## src/hw/vie_defs.svh

```systemverilog
// Purpose: offsets, field positions, reset values and codes of the exit/inject unit
// Assumes: 32-bit classic wishbone, byte addresses on wb_adr_i
// Notes: definitions only
`ifndef VIE_DEFS_SVH
`define VIE_DEFS_SVH
`define VIE_OFS_CTRL 8'h00
`define VIE_OFS_GUEST 8'h04
`define VIE_OFS_ENTRY 8'h08
`define VIE_OFS_GIP 8'h0c
`define VIE_OFS_HOST 8'h10
`define VIE_OFS_MSI 8'h14
`define VIE_OFS_CMD 8'h18
`define VIE_OFS_REASON 8'h1c
`define VIE_OFS_XINFO 8'h20
`define VIE_OFS_STATE 8'h24
`define VIE_OFS_ISTAT 8'h28
`define VIE_OFS_IMASK 8'h2c
// control bits
`define VIE_CTRL_EXT 0
`define VIE_CTRL_ACK 1
`define VIE_CTRL_WIN 2
`define VIE_CTRL_MCE 3
// guest interruptibility bits
`define VIE_G_IF 0
`define VIE_G_STI 1
`define VIE_G_MOVSS 2
// entry / exit information layout
`define VIE_INFO_VALID 31
`define VIE_TYPE_HI 10
`define VIE_TYPE_LO 8
`define VIE_TYPE_EXT 3'h0
// command bits
`define VIE_CMD_RESUME 0
`define VIE_CMD_ENTER 1
`define VIE_CMD_LEAVE 2
`define VIE_CMD_SETIF 3
`define VIE_CMD_MSI 4
// message layout
`define VIE_MSI_DEST_POS 16
`define VIE_MSI_DMODE_POS 8
`define VIE_MSI_TRIG_POS 15
`define VIE_MSI_ADDR_BASE 32'h00f0_0000
// exit reasons and abort codes
`define VIE_RSN_EXT 16'h0001
`define VIE_RSN_WIN 16'h0007
`define VIE_RSN_FAIL 16'h0021
`define VIE_AB_NONE 3'h0
`define VIE_AB_STORE 3'h1
`define VIE_AB_PAGE_DIRECTORY_POINTER 3'h2
`define VIE_AB_CORRUPT 3'h3
`define VIE_AB_LOAD 3'h4
`define VIE_AB_MC 3'h5
`define VIE_AB_HOST 3'h6
// reset values
`define VIE_RST_WORD 32'h0000_0000
`define VIE_RST_HOST 32'h0000_0001
`endif

```

## src/hw/vie_pkg.sv

```systemverilog
// Purpose: shared types of the exit/inject unit
// Assumes: nothing
// Notes: numbers live in vie_defs.svh
package vie_pkg;
    typedef logic [7:0] vie_vec_t;
    typedef logic [31:0] vie_word_t;
    typedef enum logic [2:0] {
        S_OFF, S_ROOT, S_GUEST, S_ACK, S_EXIT, S_ABORT, S_SHUT
    } vie_state_t;
endpackage : vie_pkg

```

## src/hw/vie_msi_if.sv

```systemverilog
// Purpose: carries message fields to the formatter and the built words back
// Assumes: one clock domain
// Notes: purely combinational path
`timescale 1ns/1ns
interface vie_msi_if;
    logic [7:0] dest;
    logic [7:0] vector;
    logic [2:0] dmode;
    logic trig;
    logic [31:0] addr;
    logic [31:0] data;
    modport fmt (input dest, input vector, input dmode, input trig, output addr, output data);
    modport core (output dest, output vector, output dmode, output trig, input addr, input data);
endinterface : vie_msi_if

```

## src/hw/vie_sync3.sv

```systemverilog
// Purpose: three-stage input synchroniser with agreement filter
// Assumes: d is asynchronous to ref_clk
// Notes: q follows once stages two and three agree
`timescale 1ns/1ns
module vie_sync3 #(
    parameter int W = 1
) (
    input wire logic ref_clk, // core clock
    input wire logic nrst, // async reset, low
    input wire logic [W-1:0] d, // raw pins
    output logic [W-1:0] q // filtered level
);
    logic [W-1:0] s1_reg;
    logic [W-1:0] s2_reg;
    logic [W-1:0] s3_reg;

    always_ff @(posedge ref_clk or negedge nrst) begin
        if (!nrst) begin
            s1_reg <= '0;
            s2_reg <= '0;
            s3_reg <= '0;
            q <= '0;
        end else begin
            s1_reg <= d;
            s2_reg <= s1_reg;
            s3_reg <= s2_reg;
            for (int i = 0; i < W; i++) begin
                if (s2_reg[i] == s3_reg[i]) begin
                    q[i] <= s3_reg[i];
                end
            end
        end
    end
endmodule : vie_sync3

```

## src/hw/vie_msi_fmt.sv

```systemverilog
// Purpose: builds the address and data words of a signalled-message interrupt
// Assumes: fields are stable while a message is pending
// Notes: destination goes in the address, vector and modes in the data
`timescale 1ns/1ns
`include "vie_defs.svh"
module vie_msi_fmt (
    vie_msi_if.fmt m // fields in, words out
);
    import vie_pkg::*;
    assign m.addr = `VIE_MSI_ADDR_BASE | (32'(m.dest) << `VIE_MSI_DEST_POS);
    assign m.data = (32'(m.trig) << `VIE_MSI_TRIG_POS)
        | (32'(m.dmode) << `VIE_MSI_DMODE_POS) | 32'(m.vector);
endmodule : vie_msi_fmt

```

## src/hw/vie_core.sv

```systemverilog
// Purpose: guest exit on interrupts, acknowledge on exit, event injection, abort and
//   machine-check handling, reached over classic wishbone
// Assumes: fault inputs come from same-clock logic; ext_irq and mc_pin are asynchronous
// Notes: abort and shutdown hold until reset
// How it works
// - With external exiting set, an arriving interrupt makes the guest exit.
// - Every exit clears the host interrupt enable flag.
// - An exit from an external interrupt records exit reason one.
// - With acknowledge on exit, the interrupt is acknowledged and its vector stored.
// - Guest is ready only with its flag set and both blockings clear.
// - With window exiting set, the guest exits once it becomes interruptible.
// - At most one event is injected per entry; delivery clears the entry valid bit.
// - An injected external interrupt fetches the gate and pushes flags and pointer.
// - Injecting an external interrupt into a non-ready guest fails the entry with a failure reason.
// - Each exit loads host state and checks it for consistency.
// - Store, pointer, load, corruption or machine-check failures during exit abort.
// - Machine check in enter or leave raises the exception, or shuts down.
// - A message write carries destination in address, vector and modes in data.
//
// The Wishbone interface to the registers and the placing of the registers were chosen for this implementation.
`timescale 1ns/1ns
`include "vie_defs.svh"
module vie_core (
    input wire logic ref_clk, // 10 MHz core clock
    input wire logic nrst, // async reset, low
    input wire logic wb_cyc_i, // bus cycle
    input wire logic wb_stb_i, // strobe
    input wire logic wb_we_i, // write
    input wire logic [7:0] wb_adr_i, // byte address
    input wire logic [3:0] wb_sel_i, // byte enables
    input wire vie_pkg::vie_word_t wb_dat_i, // write data
    output vie_pkg::vie_word_t wb_dat_o, // read data
    output logic wb_ack_o, // acknowledge
    input wire logic ext_irq, // external interrupt pin
    input wire logic mc_pin, // machine check pin
    input wire logic msr_store_fail, // guest register store failed
    input wire logic page_directory_pointer_fail, // page directory pointer load failed
    input wire logic virtual_machine_control_structure_corrupt, // control structure corrupted
    input wire logic msr_load_fail, // host register load failed
    input wire logic vec_valid, // controller returns vector
    input wire vie_pkg::vie_vec_t host_vec, // host vector
    output logic int_ack, // acknowledge pulse to controller
    output logic host_if, // host interrupt enable flag
    output logic deliver_valid, // injection pulse
    output vie_pkg::vie_vec_t deliver_vector, // gate vector
    output vie_pkg::vie_word_t deliver_flags, // flags to push
    output vie_pkg::vie_word_t deliver_ip, // pointer to push
    output logic mce_exc, // machine-check exception pulse
    output logic shutdown, // shutdown state
    output logic vmx_abort, // abort state
    output logic irq, // interrupt to host
    output logic msi_valid, // message pending
    input wire logic msi_ready, // message taken
    output vie_pkg::vie_word_t msi_addr, // message address
    output vie_pkg::vie_word_t msi_data // message data
);
    import vie_pkg::*;

    ////////////////////////////////////////////////////////////////////////////
    // registers and state
    vie_state_t st_reg;
    vie_state_t st_next;
    vie_word_t ctrl_reg;
    vie_word_t guest_reg;
    vie_word_t entry_reg;
    vie_word_t gip_reg;
    vie_word_t host_reg;
    vie_word_t msi_cfg_reg;
    logic [15:0] reason_reg;
    vie_word_t xinfo_reg;
    logic [2:0] abcode_reg;
    logic [4:0] istat_reg;
    logic [4:0] imask_reg;
    logic ack_reg;
    logic [1:0] sync_q;
    logic irq_s;
    logic mc_s;
    vie_word_t wmask;
    vie_word_t rdata;
    logic wr_en;
    logic cmd_resume;
    logic cmd_enter;
    logic cmd_leave;
    logic cmd_setif;
    logic cmd_msi;
    logic guest_ready;
    logic exit_irq;
    logic exit_win;
    logic leave_guest;
    logic inj;
    logic inj_ext;
    logic ev_fail;
    logic ev_deliver;
    logic ev_exit;
    logic ev_abort;
    logic ev_mce;
    logic ev_shut;
    logic host_bad;
    logic fault;
    logic [2:0] fault_code;
    logic [4:0] ev_set;

    vie_sync3 #(.W(2)) u_sync (
        .ref_clk(ref_clk),
        .nrst(nrst),
        .d({mc_pin, ext_irq}),
        .q(sync_q)
    );
    assign irq_s = sync_q[0];
    assign mc_s = sync_q[1];

    vie_msi_if msi_bus ();
    vie_msi_fmt u_fmt (
        .m(msi_bus.fmt)
    );
    assign msi_bus.vector = msi_cfg_reg[7:0];
    assign msi_bus.dmode = msi_cfg_reg[10:8];
    assign msi_bus.trig = msi_cfg_reg[15];
    assign msi_bus.dest = msi_cfg_reg[23:16];

    ////////////////////////////////////////////////////////////////////////////
    // wishbone slave: ack one cycle after the strobe, writes land on the ack edge
    assign wb_ack_o = ack_reg;
    assign wr_en = wb_cyc_i && wb_stb_i && wb_we_i && ack_reg;
    assign wmask = {{8{wb_sel_i[3]}}, {8{wb_sel_i[2]}}, {8{wb_sel_i[1]}}, {8{wb_sel_i[0]}}};

    function automatic vie_word_t merge(input vie_word_t old, input vie_word_t nw,
                                        input vie_word_t m);
        merge = (old & ~m) | (nw & m);
    endfunction : merge

    function automatic logic hit(input logic [7:0] a, input logic [7:0] ofs);
        hit = {a[7:2], 2'b00} == ofs;
    endfunction : hit

    assign cmd_resume = wr_en && hit(wb_adr_i, `VIE_OFS_CMD) && wb_sel_i[0]
        && wb_dat_i[`VIE_CMD_RESUME];
    assign cmd_enter = wr_en && hit(wb_adr_i, `VIE_OFS_CMD) && wb_sel_i[0]
        && wb_dat_i[`VIE_CMD_ENTER];
    assign cmd_leave = wr_en && hit(wb_adr_i, `VIE_OFS_CMD) && wb_sel_i[0]
        && wb_dat_i[`VIE_CMD_LEAVE];
    assign cmd_setif = wr_en && hit(wb_adr_i, `VIE_OFS_CMD) && wb_sel_i[0]
        && wb_dat_i[`VIE_CMD_SETIF];
    assign cmd_msi = wr_en && hit(wb_adr_i, `VIE_OFS_CMD) && wb_sel_i[0]
        && wb_dat_i[`VIE_CMD_MSI];

    always_comb begin
        case ({wb_adr_i[7:2], 2'b00})
            `VIE_OFS_CTRL: rdata = ctrl_reg;
            `VIE_OFS_GUEST: rdata = guest_reg;
            `VIE_OFS_ENTRY: rdata = entry_reg;
            `VIE_OFS_GIP: rdata = gip_reg;
            `VIE_OFS_HOST: rdata = host_reg;
            `VIE_OFS_MSI: rdata = msi_cfg_reg;
            `VIE_OFS_REASON: rdata = {16'h0000, reason_reg};
            `VIE_OFS_XINFO: rdata = xinfo_reg;
            `VIE_OFS_STATE: rdata = {21'h000000, abcode_reg, 2'b00, guest_ready, shutdown,
                vmx_abort, host_if, st_reg == S_GUEST, st_reg != S_OFF};
            `VIE_OFS_ISTAT: rdata = {27'h0000000, istat_reg};
            `VIE_OFS_IMASK: rdata = {27'h0000000, imask_reg};
            default: rdata = `VIE_RST_WORD;
        endcase
    end

    always_ff @(posedge ref_clk or negedge nrst) begin
        if (!nrst) begin
            ack_reg <= 1'b0;
            wb_dat_o <= `VIE_RST_WORD;
        end else begin
            ack_reg <= wb_cyc_i && wb_stb_i && !ack_reg;
            if (wb_cyc_i && wb_stb_i && !ack_reg) begin
                wb_dat_o <= rdata;
            end
        end
    end

    ////////////////////////////////////////////////////////////////////////////
    // software registers
    always_ff @(posedge ref_clk or negedge nrst) begin
        if (!nrst) begin
            ctrl_reg <= `VIE_RST_WORD;
            gip_reg <= `VIE_RST_WORD;
            host_reg <= `VIE_RST_HOST;
            msi_cfg_reg <= `VIE_RST_WORD;
            imask_reg <= 5'h00;
        end else if (wr_en) begin
            if (hit(wb_adr_i, `VIE_OFS_CTRL)) ctrl_reg <= merge(ctrl_reg, wb_dat_i, wmask);
            if (hit(wb_adr_i, `VIE_OFS_GIP)) gip_reg <= merge(gip_reg, wb_dat_i, wmask);
            if (hit(wb_adr_i, `VIE_OFS_HOST)) host_reg <= merge(host_reg, wb_dat_i, wmask);
            if (hit(wb_adr_i, `VIE_OFS_MSI)) msi_cfg_reg <= merge(msi_cfg_reg, wb_dat_i, wmask);
            if (hit(wb_adr_i, `VIE_OFS_IMASK) && wb_sel_i[0]) imask_reg <= wb_dat_i[4:0];
        end
    end

    ////////////////////////////////////////////////////////////////////////////
    // interruptibility and event decode
    assign guest_ready = guest_reg[`VIE_G_IF] && !guest_reg[`VIE_G_STI]
        && !guest_reg[`VIE_G_MOVSS];
    assign exit_irq = ctrl_reg[`VIE_CTRL_EXT] && irq_s;
    assign exit_win = ctrl_reg[`VIE_CTRL_WIN] && guest_ready;
    assign leave_guest = (st_reg == S_GUEST) && (exit_irq || exit_win);
    assign inj = entry_reg[`VIE_INFO_VALID];
    assign inj_ext = inj && entry_reg[`VIE_TYPE_HI:`VIE_TYPE_LO] == `VIE_TYPE_EXT;
    assign ev_fail = (st_reg == S_ROOT) && cmd_resume && inj_ext && !guest_ready;
    assign ev_deliver = (st_reg == S_ROOT) && cmd_resume && inj && !ev_fail && !cmd_leave;
    assign host_bad = !host_reg[0] || (host_reg[31:24] != 8'h00);
    assign fault = msr_store_fail || page_directory_pointer_fail || virtual_machine_control_structure_corrupt || msr_load_fail
        || mc_s || host_bad;
    assign ev_exit = (st_reg == S_EXIT) && !fault;
    assign ev_abort = (st_reg == S_EXIT) && fault;
    assign ev_mce = mc_s && ctrl_reg[`VIE_CTRL_MCE]
        && (((st_reg == S_OFF) && cmd_enter) || ((st_reg == S_ROOT) && cmd_leave));
    assign ev_shut = mc_s && !ctrl_reg[`VIE_CTRL_MCE]
        && (((st_reg == S_OFF) && cmd_enter) || ((st_reg == S_ROOT) && cmd_leave));

    always_comb begin
        if (msr_store_fail) fault_code = `VIE_AB_STORE;
        else if (page_directory_pointer_fail) fault_code = `VIE_AB_PAGE_DIRECTORY_POINTER;
        else if (virtual_machine_control_structure_corrupt) fault_code = `VIE_AB_CORRUPT;
        else if (msr_load_fail) fault_code = `VIE_AB_LOAD;
        else if (mc_s) fault_code = `VIE_AB_MC;
        else if (host_bad) fault_code = `VIE_AB_HOST;
        else fault_code = `VIE_AB_NONE;
    end

    ////////////////////////////////////////////////////////////////////////////
    // sequencer
    always_comb begin
        st_next = st_reg;
        case (st_reg)
            S_OFF: begin
                if (ev_shut) st_next = S_SHUT;
                else if (cmd_enter && !mc_s) st_next = S_ROOT;
            end
            S_ROOT: begin
                if (ev_shut) st_next = S_SHUT;
                else if (cmd_leave && !mc_s) st_next = S_OFF;
                else if (cmd_resume && !ev_fail) st_next = S_GUEST;
            end
            S_GUEST: begin
                if (exit_irq && ctrl_reg[`VIE_CTRL_ACK]) st_next = S_ACK;
                else if (leave_guest) st_next = S_EXIT;
            end
            S_ACK: if (vec_valid) st_next = S_EXIT;
            S_EXIT: st_next = fault ? S_ABORT : S_ROOT;
            S_ABORT: st_next = S_ABORT;
            S_SHUT: st_next = S_SHUT;
            default: st_next = S_OFF;
        endcase
    end

    always_ff @(posedge ref_clk or negedge nrst) begin
        if (!nrst) st_reg <= S_OFF;
        else st_reg <= st_next;
    end

    assign vmx_abort = st_reg == S_ABORT;
    assign shutdown = st_reg == S_SHUT;

    ////////////////////////////////////////////////////////////////////////////
    // exit reporting and acknowledge
    always_ff @(posedge ref_clk or negedge nrst) begin
        if (!nrst) begin
            reason_reg <= 16'h0000;
            xinfo_reg <= `VIE_RST_WORD;
            int_ack <= 1'b0;
            abcode_reg <= `VIE_AB_NONE;
        end else begin
            int_ack <= leave_guest && exit_irq && ctrl_reg[`VIE_CTRL_ACK];
            if (leave_guest) begin
                reason_reg <= exit_irq ? `VIE_RSN_EXT : `VIE_RSN_WIN;
                xinfo_reg <= `VIE_RST_WORD;
            end else if (ev_fail) begin
                reason_reg <= `VIE_RSN_FAIL;
            end
            if (st_reg == S_ACK && vec_valid) begin
                xinfo_reg <= {1'b1, 23'h000000, host_vec};
            end
            if (ev_abort) abcode_reg <= fault_code;
        end
    end

    // host flag: cleared by each exit, set again by software
    always_ff @(posedge ref_clk or negedge nrst) begin
        if (!nrst) host_if <= 1'b0;
        else if (leave_guest || ev_fail) host_if <= 1'b0;
        else if (cmd_setif && st_reg == S_ROOT) host_if <= 1'b1;
    end

    ////////////////////////////////////////////////////////////////////////////
    // guest state and injection
    always_ff @(posedge ref_clk or negedge nrst) begin
        if (!nrst) begin
            guest_reg <= `VIE_RST_WORD;
            entry_reg <= `VIE_RST_WORD;
        end else begin
            if (wr_en && hit(wb_adr_i, `VIE_OFS_GUEST)) begin
                guest_reg <= merge(guest_reg, wb_dat_i, wmask);
            end else if (ev_deliver && inj_ext) begin
                guest_reg[`VIE_G_IF] <= 1'b0;
            end
            if (wr_en && hit(wb_adr_i, `VIE_OFS_ENTRY)) begin
                entry_reg <= merge(entry_reg, wb_dat_i, wmask);
            end else if (ev_deliver) begin
                entry_reg[`VIE_INFO_VALID] <= 1'b0;
            end
        end
    end

    always_ff @(posedge ref_clk or negedge nrst) begin
        if (!nrst) begin
            deliver_valid <= 1'b0;
            deliver_vector <= 8'h00;
            deliver_flags <= `VIE_RST_WORD;
            deliver_ip <= `VIE_RST_WORD;
        end else begin
            deliver_valid <= ev_deliver;
            if (ev_deliver) begin
                deliver_vector <= entry_reg[7:0];
                deliver_flags <= guest_reg;
                deliver_ip <= gip_reg;
            end
        end
    end

    always_ff @(posedge ref_clk or negedge nrst) begin
        if (!nrst) mce_exc <= 1'b0;
        else mce_exc <= ev_mce;
    end

    ////////////////////////////////////////////////////////////////////////////
    // message output
    always_ff @(posedge ref_clk or negedge nrst) begin
        if (!nrst) begin
            msi_valid <= 1'b0;
            msi_addr <= `VIE_RST_WORD;
            msi_data <= `VIE_RST_WORD;
        end else if (cmd_msi && !msi_valid) begin
            msi_valid <= 1'b1;
            msi_addr <= msi_bus.addr;
            msi_data <= msi_bus.data;
        end else if (msi_ready) begin
            msi_valid <= 1'b0;
        end
    end

    ////////////////////////////////////////////////////////////////////////////
    // interrupt status: write one to clear, a new event wins
    assign ev_set = {ev_shut, ev_mce, ev_abort, ev_fail, ev_exit};
    always_ff @(posedge ref_clk or negedge nrst) begin
        if (!nrst) begin
            istat_reg <= 5'h00;
        end else if (wr_en && hit(wb_adr_i, `VIE_OFS_ISTAT) && wb_sel_i[0]) begin
            istat_reg <= (istat_reg & ~wb_dat_i[4:0]) | ev_set;
        end else begin
            istat_reg <= istat_reg | ev_set;
        end
    end
    assign irq = |(istat_reg & imask_reg);
endmodule : vie_core

```

## config.mk

```make
export PLATFORM = sky130hd
export DESIGN_NAME = vie_core
export DESIGN_NICKNAME = d
export VERILOG_FILES = /design/src/hw/vie_pkg.sv /design/src/hw/vie_msi_if.sv /design/src/hw/vie_sync3.sv /design/src/hw/vie_msi_fmt.sv /design/src/hw/vie_core.sv
export VERILOG_INCLUDE_DIRS = /design/src /design/src/hw
export SDC_FILE = /design/constraint.sdc
export NUM_CORES = 1
export LEC_CHECK = 0
export BUFFER_PORTS_ARGS = -buffer_cell sky130_fd_sc_hd__buf_2
export CAP_MARGIN = 20
export CORE_MARGIN = 2
export CORE_UTILIZATION = 50
export CTS_BUF_LIST = sky130_fd_sc_hd__clkbuf_2
export DETAILED_ROUTE_END_ITERATION = 8
export MAX_ROUTING_LAYER = met4
export PLACE_DENSITY = 0.79
export SLEW_MARGIN = 20
export SYNTH_ARGS = -nofsm -noshare
export SYNTH_HDL_FRONTEND = slang
export SYNTH_HIERARCHICAL = 1
export SYNTH_SLANG_ARGS = --single-unit
```

## constraint.sdc

```tcl
create_clock -name ref_clk -period 3 [get_ports ref_clk]
set_input_delay 0.6 -clock ref_clk [delete_from_list [all_inputs] [get_ports ref_clk]]
set_output_delay 0.6 -clock ref_clk [all_outputs]
set_load 0.01 [all_outputs]
```

==> impl_metrics.toml <==
[global_route]
grt_pass1_vias = 12400
grt_pass1_wl_um = 68400
use_met1_pct = 32.5
grt_usage_pct = 25.0
grt_busiest_layer = "met2"
gr-usage-met3_pct = 5.84
antenna_found_initial = 5
grt_overflow = 0
grt_max_degree = 90
grt_use_met2_pct = 38.3

[layout]
drive_gt1_share_pct = 49.4
layout.nets = 1652
area_delta_synth_final_pct = 17.1
num-fill-cells = 2876
fin_cells = 2121

[power]
internal_power_uw = 6960
swShare_pct = 26.6
comb_power_share_pct = 5.2
pwr-share-seq_pct = 57.8
p_leak_uw = 0.0112
peakVddDrop_v = 0.000239
cellPowerDensity_nw_per_um2 = 456
p_switching_uw = 2520
p_clk_share_pct = 37.0

[synthesis]
synth.area.top_cells = "dfrtp_1, mux2_2, mux2_4, mux4_2, buf_4"
synth.distinct_cells = 68
syn_area_um2 = 17700
yosys.area.top_type = "dfrtp_1"
syn_area_per_cell_um2 = 14.5
synthMuxAreaShare_pct = 27.7
synth_top_family_by_area = "multiplexers"
synth_fa_ha_area_share_pct = 0.127
ys_seq_area_share_pct = 56.7
synth.most_common_cell = "dfrtp_1"
synth-edff-count = 0
synth-simple-area-share_pct = 4.53
synthArstFlopShare_pct = 100
synth_top_area_share_pct = 56.5
ys_warn_count = 6
synthFlopType = "dfrtp_1"
syn_inst = 1222
synth_xor_area_share_pct = 0.0494
synth_common_cells = "dfrtp_1, mux2_2, buf_4, nand2_1, mux2_4"
synth_compound_area_share_pct = 6.24
ys_ff_latch = 402

[die]
coreArea_um2 = 35200
die_w_um = 192
dieArea_um2 = 37000
rows = 69
initial_core_util_pct = 50.4
io_pins = 242
dieHeight_um = 192

[run_status]
status = "complete, no violations"

[clock_network]
clkTransAtPathRegs_ns = 0.10
h-tree-depth = 3
clockBufferDepth = 3
cts_root_buf = "clkbuf_2"
cts_buffers = 100
cts.sinks = 402
clkLatencyLatePin_ns = 0.97
cts_tree = "built"
cts.repair.resized = 0

[routing]
postRouteAntennaNets = 0
via_per_inst = 5.53
drc = 0
drt_pass1_iterations = 5
initialDrtViolationCount = 720
drt_wl_total_um = 44200
vias = 11700
wl_per_cell_um = 20.8

[sta]
fmax_mhz = 363
rsz0062_at_grt = "no"
relSlewSlack_pct = 41.3
setup_viol_count_final = 0
finalCritPeriodShare_pct = 91.8
final.setup.tns_ns = 0
post-route-min-period_ns = 2.75
hold_viol = 0
fin_skew_ns = 0.0705
worst_pin_slew_ns = 0.869
maxSlewViolCount = 0

[critical_path]
crit_required_ns = 2.40
reg2reg_depth = 5
end_kind = "output port"
critPathArrivalTime_ns = 2.15
worstPathMaxFanout = 16
path_cells = "buf_4 -> nor2b_1 -> and2_1 -> buf_2"
cp-start-kind = "flop"
path_class = "flop to output port"
slowest_delay_ns = 0.38
slowest_stage = "dfrtp_1"

[placed_design]
dp.cells = 1893
globalplace.congestion = 0.901
port_buffers = 239
dpl.hpwl_um = 30000

[worst_hold_path]
hold_depth = 5
min_path_type = "primary input to flop"

[job]
maxCapViolCount = 0
logic make-up (layout without fill, tap and decap cells):
logic type | count (synthesis) | in the layout
AOI/OAI and AO/OA | 146 | 146
xor gates and xnor gates | 1 | 1
adders and majority gates | 2 | 2
buffers and inverters | 130 | 517
DFF | 402 | 402
muxes | 389 | 389
other | 2 | 53
and+or+nand+nor | 150 | 150
worst max-delay path, delay by kind of cell, from the launching register on:
| kind | cells | cell delay (ns) |
|---|---|---|
| buffers and inverters | 2 | 0.37 |
| DFF | 1 | 0.38 |
| and+or+nand+nor | 2 | 0.45 |
path summary, 6_finish.rpt:
| kind | from | end | slack [ns] |
|---|---|---|---|
| worst max-delay path | st_reg[1] | shutdown | 0.25 |
| worst min-delay path | msr_load_fail | abcode_reg[0] | 0.13 |
| worst max register to register | flop | guest_reg[0] | 0.51 |
| worst min register to register | u_sync/s1_reg[0] | u_sync/s2_reg[0] | 0.37 |
| max in group asynchronous | nrst | asynchronous set/reset pin | 1.89 |
| min in group asynchronous | nrst | deliver_flags[27] | 0.16 |
routing by layer:
layer / wire length, um / share of wire, %
met5: 0 / 0
met3: 3590 / 8.1
met4: 975 / 2.2
met2: 21300 / 48
met1: 18400 / 42
layout by cell type, fill, tap and decap left out, types with 4 or more instances in the layout:
cell type / n
a21o_1: 5
a21oi_1: 7
a221oi_1: 8
a222oi_1: 5
a22o_1: 17
a22oi_1: 20
a2bb2oi_1: 20
a31oi_1: 5
a32oi_1: 8
and2_1: 8
and3_1: 4
and4_1: 4
buf_12: 7
buf_2: 237
buf_4: 42
clkbuf_2: 139
clkinv_1: 24
clkinv_2: 4
conb_1: 48
dfrtp_1: 401
diode_2: 5
dlygate4sd3_1: 53
inv_1: 7
mux2_2: 264
mux2_4: 69
mux2i_1: 26
mux4_2: 28
nand2_1: 70
nand4_1: 4
nor2_1: 13
nor2b_1: 7
nor3_1: 7
nor3b_1: 4
o21ai_0: 25
o2bb2ai_1: 4
metrics by stage:
stage / utilization (%) / instance area [um2] / hold slack (ns) / setup WS, ns / total power, uW
3_3_place_gp: 55.0 / 19400 / 0.339 / 0.272 / 6010
3_5_place_dp: 55.0 / 19400 / 0.339 / 0.217 / 6020
6_report: 59.0 / 20800 / 0.127 / 0.246 / 9480
4_1_cts: 58.9 / 20800 / 0.0116 / 0.141 / 9620
2_1_floorplan: - / 17900 / 0.304 / 0.636 / 5780
5_1_grt: 59.0 / 20800 / 0.0958 / 0.106 / 9940
timing repair:
| item | 4_1_cts | 5_1_grt |
|---|---|---|
| endpoints found under the setup margin | 0 | 0 |
| buffers inserted | 0 | 0 |
| hold buffers | 53 | 0 |
| hold endpoints to repair | 391 | 0 |
power groups by stage:
stage | registers (uW) | logic (uW) | clock network, uW
after detailed placement | 5590 | 438 | 0
after floorplan | 5580 | 196 | 0
after global routing | 5490 | 544 | 3910
after CTS | 5480 | 494 | 3640
after global placement | 5580 | 429 | 0
final | 5480 | 492 | 3500
area by class of cell:
type,count,area [um2],area share [%]
diodes,5,12.5,0.0602
clock buffers,139,696,3.35
clock inverters,31,151,0.729
inverters,7,26.3,0.126
multi-input cells,736,7060,34.0
flip-flops and latches,402,10100,48.4
well taps,461,577,2.78
repair buffers,340,2190,10.5
No activity file was read; power rests on OpenSTA's default activity.
